File: src/hw/scd_pkg.sv
`default_nettype none
package scd_pkg;
    // ========================================
    // command word layout
    localparam int WORD_BITS = 22;
    localparam int ADDR_LSB = 18;
    localparam int ADDR_W = 4;
    localparam int KIND_LSB = 16;
    localparam int KIND_W = 2;
    localparam int SUB_LSB = 12;
    localparam int SUB_W = 4;
    localparam int DATA_LSB = 0;
    localparam int DATA_W = 12;
    localparam int ELEMS = 16;
    localparam int CNT_W = 5;

    // ========================================
    // output kinds
    localparam logic [KIND_W-1:0] KIND_ANALOG = 2'h0;
    localparam logic [KIND_W-1:0] KIND_RELAY = 2'h1;
    localparam logic [KIND_W-1:0] KIND_LOOSE = 2'h2;
    localparam logic [KIND_W-1:0] KIND_SOLID = 2'h3;

    // ========================================
    // timing
    localparam int CLK_PERIOD_NS = 50;
    localparam int MS_NS = 1000000;
    localparam int MS_CYCLES_DOC = (MS_NS + CLK_PERIOD_NS - 1) / CLK_PERIOD_NS;
    localparam int LOOSE_MS = 10;
    localparam int TMR_W = 15;

    // ========================================
    // types
    typedef enum logic [4:0] {
        S_IDLE = 5'h01,
        S_SHIFT = 5'h02,
        S_CLASSIFY = 5'h04,
        S_DECODE = 5'h08,
        S_GATE = 5'h10
    } scd_state_e;

    typedef struct packed {
        logic c1, c2, cp;
        logic d1, d2;
        logic f1, f2, fp;
    } scd_sync_s;

    typedef struct packed {
        logic [ELEMS-1:0] relay;
        logic [ELEMS-1:0] loose;
        logic [ELEMS-1:0] solid;
        logic [SUB_W-1:0] an_sel;
        logic [DATA_W-1:0] an_val;
        logic an_load;
        logic done;
        logic drop;
    } scd_out_s;

    typedef struct packed {
        scd_state_e st;
        scd_sync_s sy;
        logic [WORD_BITS-1:0] shreg;
        logic [CNT_W-1:0] bitcnt;
        logic overrun;
        logic [KIND_W-1:0] kind;
        logic [ELEMS-1:0] elem;
        logic [DATA_W-1:0] ms_left;
        logic [TMR_W-1:0] cyc;
        scd_out_s o;
    } scd_regs_s;

    localparam scd_regs_s RST_VAL = '{st: S_IDLE, default: '0};
endpackage : scd_pkg
`default_nettype wire

File: src/hw/scd_decoder.sv
// What this block does
// - take serial command words from the computer and interpret each one
// - outputs change only in answer to a received command, or when a pulse timer runs out and clears the loose and solid lines
// - act only on own unit address; select the targeted output element
// - classify each command as analog or bilevel before further decoding
// - analog and all bilevel commands (relay, loose, solid) decode the subaddress
// - gate result onto outputs only after all decoding has finished
// - loose bilevel pulses and millisecond-timed solid-state load pulses
// - relay outputs latch, changed only by set and reset commands
`timescale 1ns/1ps
`default_nettype none
module scd_decoder
    import scd_pkg::*;
#(
    parameter int MS_CYCLES = MS_CYCLES_DOC,
    parameter logic [ADDR_W-1:0] UNIT_ADDR = 4'h1
) (
    // clock and reset
    input wire logic core_clk,
    input wire logic rst,
    input wire logic ce,
    // serial command pins
    input wire logic ser_clk,
    input wire logic ser_data,
    input wire logic ser_frame,
    // stimulus outputs
    output var scd_out_s out
);

    // ========================================
    // parameter check
    if (MS_CYCLES < 1 || MS_CYCLES >= (1 << TMR_W)) begin : g_ms_range
        $error("MS_CYCLES out of range");
    end

    scd_regs_s r;
    scd_regs_s next_r;

    logic clk_rise;
    logic frame_rise;
    logic frame_fall;
    logic word_full;
    logic [ADDR_W-1:0] w_addr;
    logic [KIND_W-1:0] w_kind;
    logic [SUB_W-1:0] w_sub;
    logic [DATA_W-1:0] w_data;

    assign clk_rise = r.sy.c2 & ~r.sy.cp;
    assign frame_rise = r.sy.f2 & ~r.sy.fp;
    assign frame_fall = ~r.sy.f2 & r.sy.fp;
    assign word_full = (r.bitcnt == CNT_W'(WORD_BITS));
    assign w_addr = r.shreg[ADDR_LSB +: ADDR_W];
    assign w_kind = r.shreg[KIND_LSB +: KIND_W];
    assign w_sub = r.shreg[SUB_LSB +: SUB_W];
    assign w_data = r.shreg[DATA_LSB +: DATA_W];

    // ========================================
    // next state
    always_comb begin
        next_r = r;
        next_r.sy.c1 = ser_clk;
        next_r.sy.c2 = r.sy.c1;
        next_r.sy.cp = r.sy.c2;
        next_r.sy.d1 = ser_data;
        next_r.sy.d2 = r.sy.d1;
        next_r.sy.f1 = ser_frame;
        next_r.sy.f2 = r.sy.f1;
        next_r.sy.fp = r.sy.f2;
        next_r.o.an_load = 1'h0;
        next_r.o.done = 1'h0;
        next_r.o.drop = 1'h0;

        // pulse timer for both bilevel pulse kinds
        if (r.ms_left != '0) begin
            if (r.cyc == TMR_W'(MS_CYCLES - 1)) begin
                next_r.cyc = '0;
                next_r.ms_left = r.ms_left - 12'h001;
                if (r.ms_left == 12'h001) begin
                    next_r.o.loose = '0;
                    next_r.o.solid = '0;
                end
            end else begin
                next_r.cyc = r.cyc + 15'h0001;
            end
        end

        case (r.st)
            S_IDLE: begin
                if (frame_rise) begin
                    next_r.st = S_SHIFT;
                    next_r.bitcnt = '0;
                    next_r.overrun = 1'h0;
                end
            end
            S_SHIFT: begin
                if (clk_rise && r.sy.f2) begin
                    if (word_full) begin
                        next_r.overrun = 1'h1;
                    end else begin
                        next_r.shreg = {r.shreg[WORD_BITS-2:0], r.sy.d2};
                        next_r.bitcnt = r.bitcnt + 5'h01;
                    end
                end
                if (frame_fall) begin
                    if (word_full && !r.overrun && w_addr == UNIT_ADDR) begin
                        next_r.st = S_CLASSIFY;
                    end else begin
                        next_r.st = S_IDLE;
                        next_r.o.drop = !(word_full && !r.overrun);
                    end
                end
            end
            S_CLASSIFY: begin
                next_r.kind = w_kind;
                next_r.st = S_DECODE;
            end
            S_DECODE: begin
                // element select from subaddress
                next_r.elem = {{(ELEMS-1){1'h0}}, 1'h1} << w_sub;
                next_r.st = S_GATE;
            end
            S_GATE: begin
                next_r.st = S_IDLE;
                next_r.o.done = 1'h1;
                case (r.kind)
                    KIND_ANALOG: begin
                        next_r.o.an_sel = w_sub;
                        next_r.o.an_val = w_data;
                        next_r.o.an_load = 1'h1;
                    end
                    KIND_RELAY: begin
                        if (w_data[0])
                            next_r.o.relay = r.o.relay | r.elem;
                        else
                            next_r.o.relay = r.o.relay & ~r.elem;
                    end
                    KIND_LOOSE: begin
                        next_r.o.loose = r.elem;
                        next_r.o.solid = '0;
                        next_r.ms_left = DATA_W'(LOOSE_MS);
                        next_r.cyc = '0;
                    end
                    default: begin
                        // zero duration leaves the lines untouched
                        if (w_data != '0) begin
                            next_r.o.solid = r.elem;
                            next_r.o.loose = '0;
                            next_r.ms_left = w_data;
                            next_r.cyc = '0;
                        end
                    end
                endcase
            end
            default: begin
                next_r.st = S_IDLE;
            end
        endcase
    end

    // ========================================
    // state register
    always_ff @(posedge core_clk) begin
        if (rst) begin
            r <= RST_VAL;
        end else if (ce) begin
            r <= next_r;
        end
    end

    assign out = r.o;
endmodule : scd_decoder
`default_nettype wire

File: config.mk
export PLATFORM = sky130hd
export DESIGN_NAME = scd_decoder
export DESIGN_NICKNAME = d
export VERILOG_FILES = /design/src/hw/scd_pkg.sv /design/src/hw/scd_decoder.sv
export SDC_FILE = /design/constraint.sdc
export NUM_CORES = 1
export LEC_CHECK = 0
export ABC_CLOCK_PERIOD_IN_PS = 2000
export BUFFER_PORTS_ARGS = -buffer_cell sky130_fd_sc_hd__buf_4
export CAP_MARGIN = 20
export CORE_ASPECT_RATIO = 0.9
export CORE_UTILIZATION = 55
export CTS_BUF_LIST = sky130_fd_sc_hd__clkbuf_8
export CTS_CLUSTER_SIZE = 24
export DETAILED_ROUTE_END_ITERATION = 7
export GPL_TIMING_DRIVEN = 0
export PLACE_DENSITY_LB_ADDON = 0.08
export SYNTH_ARGS = -nofsm -noshare
export SYNTH_HDL_FRONTEND = slang
export SYNTH_SLANG_ARGS = --single-unit
File: constraint.sdc
create_clock -name core_clk -period 2 [get_ports core_clk]
set_input_delay 0.4 -clock core_clk [delete_from_list [all_inputs] [get_ports core_clk]]
set_output_delay 0.4 -clock core_clk [all_outputs]
set_load 0.1 [all_outputs]
==> impl_results.html <==
<table>
<tr><th>Metric</th><th>Value</th></tr>
<tr><th colspan="2">Outcome</th></tr>
<tr><td>Result of the run</td><td>finished with violations</td></tr>
<tr><td>Violated checks</td><td>setup timing</td></tr>
<tr><th colspan="2">Detailed routing</th></tr>
<tr><td>Total DRC errors in the routed layout</td><td>0</td></tr>
<tr><td>Via total after detailed routing</td><td>6,930</td></tr>
<tr><td>Detailed-routing iteration count for the pre-antenna-repair pass</td><td>5</td></tr>
<tr><td>Routed via count divided by cell count</td><td>6.01</td></tr>
<tr><td>Overall routed net length</td><td>21.4 mm</td></tr>
<tr><td>Average wire length per cell after detail routing</td><td>18.5 um</td></tr>
<tr><td>Number of design-rule violations left by the first detailed-router iteration</td><td>656</td></tr>
<tr><td>ANT nets after route</td><td>0</td></tr>
<tr><th colspan="2">Clock tree</th></tr>
<tr><td>Clk Tree Root Cell</td><td>clkbuf_8</td></tr>
<tr><td>CTS H-tree depth</td><td>4</td></tr>
<tr><td>TritonCTS clock tree</td><td>built</td></tr>
<tr><td>Number of buffers inserted by hold repair at cts</td><td>0</td></tr>
<tr><td>CTS buffer count</td><td>17</td></tr>
<tr><td>Number of sinks on the clock net</td><td>153</td></tr>
<tr><td>Longest Clk Path Bufs</td><td>2</td></tr>
<tr><td>Source-to-sink clock delay at the later pin of the worst-skew pair</td><td>0.46 ns</td></tr>
<tr><td>Clock-pin slew of the registers on the worst-case setup and hold paths</td><td>0.09 ns</td></tr>
<tr><th colspan="2">Synth</th></tr>
<tr><td>Number of synthesis warnings</td><td>0</td></tr>
<tr><td>Average size of a mapped cell</td><td>8.62 sq um</td></tr>
<tr><td>Fraction of registers with async set or reset after synthesis</td><td>0</td></tr>
<tr><td>EDFF count, synth</td><td>0</td></tr>
<tr><td>Top cells by area in the synthesized netlist</td><td>dfxtp_1, buf_4, nand2_1</td></tr>
<tr><td>Dominant cell by count in the synthesized netlist</td><td>dfxtp_1</td></tr>
<tr><td>Post-synthesis sequential area ratio</td><td>0.425</td></tr>
<tr><td>Most used flip-flop cell after synthesis</td><td>dfxtp_1</td></tr>
<tr><td>Netlist area before placement</td><td>7210 sq um</td></tr>
<tr><td>Synth unique cells</td><td>66</td></tr>
<tr><td>Yosys top cell by area</td><td>dfxtp_1</td></tr>
<tr><td>Most numerous cell types in the synthesized netlist</td><td>dfxtp_1, nand2_1, a21oi_1</td></tr>
<tr><td>Synthesized netlist cell count</td><td>837</td></tr>
<tr><td>Post-synthesis net count</td><td>849</td></tr>
<tr><td>Flop and latch count out of synthesis</td><td>153</td></tr>
<tr><td>Synth top area share</td><td>0.425</td></tr>
<tr><th colspan="2">Place</th></tr>
<tr><td>Count of input and output buffers</td><td>71</td></tr>
<tr><td>Post-Place Cell Area</td><td>7980 sq um</td></tr>
<tr><td>Half-perimeter wire length of the detailed placement result</td><td>14.2 mm</td></tr>
<tr><td>Final weighted congestion in routability-driven placement</td><td>0.905</td></tr>
<tr><th colspan="2">Floorplan</th></tr>
<tr><td>Io pins</td><td>73</td></tr>
<tr><td>Standard cell core area</td><td>12,700 sq um</td></tr>
<tr><td>Initial cell density of the core</td><td>0.566</td></tr>
<tr><td>Die outline width</td><td>123 um</td></tr>
<tr><td>Height of the die</td><td>111 um</td></tr>
<tr><td>Site row count</td><td>39</td></tr>
<tr><td>Die ar.</td><td>13,600 sq um</td></tr>
<tr><th colspan="2">Timing</th></tr>
<tr><td>Share of the clock period used by the worst path</td><td>1.08</td></tr>
<tr><td>Count of endpoints failing setup in the final report</td><td>61</td></tr>
<tr><td>Worst clock skew on the final layout</td><td>0.0103 ns</td></tr>
<tr><td>Worst Max-Slew Pin Slew</td><td>0.717 ns</td></tr>
<tr><td>Unrepaired setup endpoints after global routing</td><td>yes</td></tr>
<tr><td>Headroom to the max-slew limit</td><td>0.522</td></tr>
<tr><td>Sum of negative setup slack</td><td>-4.56 ns</td></tr>
<tr><td>Final hold violations</td><td>0</td></tr>
<tr><td>Setup slack of the critical path after layout</td><td>-0.152 ns</td></tr>
<tr><td>F_max</td><td>0.465 GHz</td></tr>
<tr><td>Final count of pins violating max slew</td><td>0</td></tr>
<tr><td>Minimum clock period after layout</td><td>2.15 ns</td></tr>
<tr><th colspan="2">Critical path</th></tr>
<tr><td>Crit Path Max Fanout</td><td>6</td></tr>
<tr><td>Data required time of the worst path</td><td>2.36 ns</td></tr>
<tr><td>Worst path cell trace</td><td>or3_4, buf_6, or4_4, nor4_4, mux2_4, a22o_1</td></tr>
<tr><td>Cell family contributing the most delay on the critical path</td><td>simple AND/OR/NAND/NOR gates</td></tr>
<tr><td>Slowest stage cell, crit path</td><td>or4_4</td></tr>
<tr><td>Endpoint kind of the worst setup timing path</td><td>flip-flop</td></tr>
<tr><td>CP bufs+invs</td><td>1</td></tr>
<tr><td>Critical path class</td><td>flip-flop to flip-flop</td></tr>
<tr><td>Largest incremental delay on the critical path</td><td>0.44 ns</td></tr>
<tr><td>Nature of the critical path startpoint</td><td>flip-flop</td></tr>
<tr><td>Crit path arrival time</td><td>2.51 ns</td></tr>
<tr><th colspan="2">Finish</th></tr>
<tr><td>Post-layout util</td><td>0.731</td></tr>
<tr><td>NumNets Final</td><td>989</td></tr>
<tr><td>Fraction of layout instances using a drive strength above 1</td><td>0.342</td></tr>
<tr><td>Final Instance Area</td><td>9310 sq um</td></tr>
<tr><td>Layout overhead on the synthesized area</td><td>29.1%</td></tr>
<tr><td>Ant. Diodes</td><td>0</td></tr>
<tr><th colspan="2">GRT</th></tr>
<tr><td>Global Route Usage Sum</td><td>0.313</td></tr>
<tr><td>Maximum number of pins on one net before global-route repair</td><td>17</td></tr>
<tr><td>Number of global-route vias before repair</td><td>6,391</td></tr>
<tr><td>Wire length of the first global-routing pass</td><td>32.9 mm</td></tr>
<tr><td>Grt ovf</td><td>0</td></tr>
<tr><td>Initial antenna violation count</td><td>0</td></tr>
<tr><th colspan="2">Pwr</th></tr>
<tr><td>Power density relative to cell area</td><td>597 nW/um^2</td></tr>
<tr><td>Logic pwr share</td><td>0.055</td></tr>
<tr><td>Sequential group share of total power</td><td>0.550</td></tr>
<tr><td>Clock Power Share</td><td>0.395</td></tr>
<tr><td>Net switching power of the design</td><td>1440 uW</td></tr>
<tr><td>Proportion of total power due to net switching</td><td>0.259</td></tr>
<tr><td>Worst IR Drop VDD</td><td>0.723 mV</td></tr>
<tr><td>Leak Pwr</td><td>0.00379 uW</td></tr>
<tr><td>Internal Dissipation</td><td>4120 uW</td></tr>
<tr><th colspan="2">Hold path</th></tr>
<tr><td>Path class of the lowest-slack min-delay path</td><td>primary input to flip-flop</td></tr>
<tr><th colspan="2">Flow run</th></tr>
<tr><td>Number of violations of the max-capacitance limit</td><td>0</td></tr>
</table>
## worst min-delay path: cells and delay by family
kind | cells | cell delay [ns]
mux | 1 | 0.06
buf+inv | 1 | 0.08
simple gates | 1 | 0.07
## metal layers
layer,vias up,share of wire,track usage
met3,51,0.068,0.0604
met5,-,0,0
met4,0,0.023,0.0951
li1,3220,-,-
met2,316,0.47,0.491
met1,3343,0.44,0.432
## through the flow
stage / hold slack (ns) / setup WS, ns / total power [uW] / instances
final: 0.181 / -0.152 / 5560 / 1154
after global routing: 0.177 / -0.204 / 5730 / 1154
after CTS: 0.178 / -0.131 / 5540 / 1136
after detailed placement: 0.444 / -0.717 / 3360 / 1072
after global placement: 0.440 / -0.647 / 3350 / 1072
after floorplan: 0.426 / -0.0502 / 3290 / 837
## repair_timing
action	4_1_cts	5_1_grt
endpoints found under the setup margin	117	120
setup buffers	34	19
cloned	1	2
pin swaps	15	17
resized for setup	85	70
## cell usage in the layout (no fill, tap or decap), drive strengths merged, types with 10 or more instances in the layout
| cell | count |
|---|---|
| nand3 | 39 |
| nor3 | 24 |
| o21ai | 17 |
| inv | 13 |
| mux2i | 27 |
| nand4 | 13 |
| nor4 | 23 |
| nor2 | 64 |
| nand2 | 108 |
| a22o | 34 |
| nand2b | 11 |
| or3 | 10 |
| clkbuf | 52 |
| dfxtp | 153 |
| a21oi | 69 |
| buf | 208 |
## final cells by class
type,count,area (sq um)
inverter,10,37.5
multi-input combinational,555,3770
sequential,153,3110
fill,974,3420
clock inverter,12,93.8
tap,164,205
buffer,113,793
clock buffer,20,275
timing repair buffer,127,1020
## power by group through the flow
stage / sequential, uW / combinational (uW) / clock (uW)
after floorplan: 3140 / 153 / 0
after CTS: 3060 / 274 / 2210
final: 3060 / 303 / 2200
after global placement: 3140 / 217 / 0
after detailed placement: 3140 / 224 / 0
after global routing: 3060 / 322 / 2340
## cells by family (layout without fill, tap and decap cells)
group	after synthesis	after routing	share of synthesized area
AO/OA/AOI/OAI	178	178	0.166
flip-flops	153	153	0.425
multiplexers	28	28	0.0390
adder cells (fa/ha/maj)	6	6	0.0104
buffers and inverters	129	282	0.111
XOR/XNOR	10	10	0.0121
AND/OR/NAND/NOR	333	333	0.236
## final timing paths
| kind | startpoint | endpoint | cells after the start | slack, ns |
|---|---|---|---|---|
| setup / recovery | r[85] | r[92] | 6 | -0.15 |
| setup reg to reg | r[85] | r[92] | 6 | -0.15 |
| hold / removal | ser_clk | next_r[146] | 3 | 0.18 |
| hold reg to reg | flip-flop | flip-flop | 2 | 0.46 |
No activity file was read; power rests on OpenSTA's default activity.
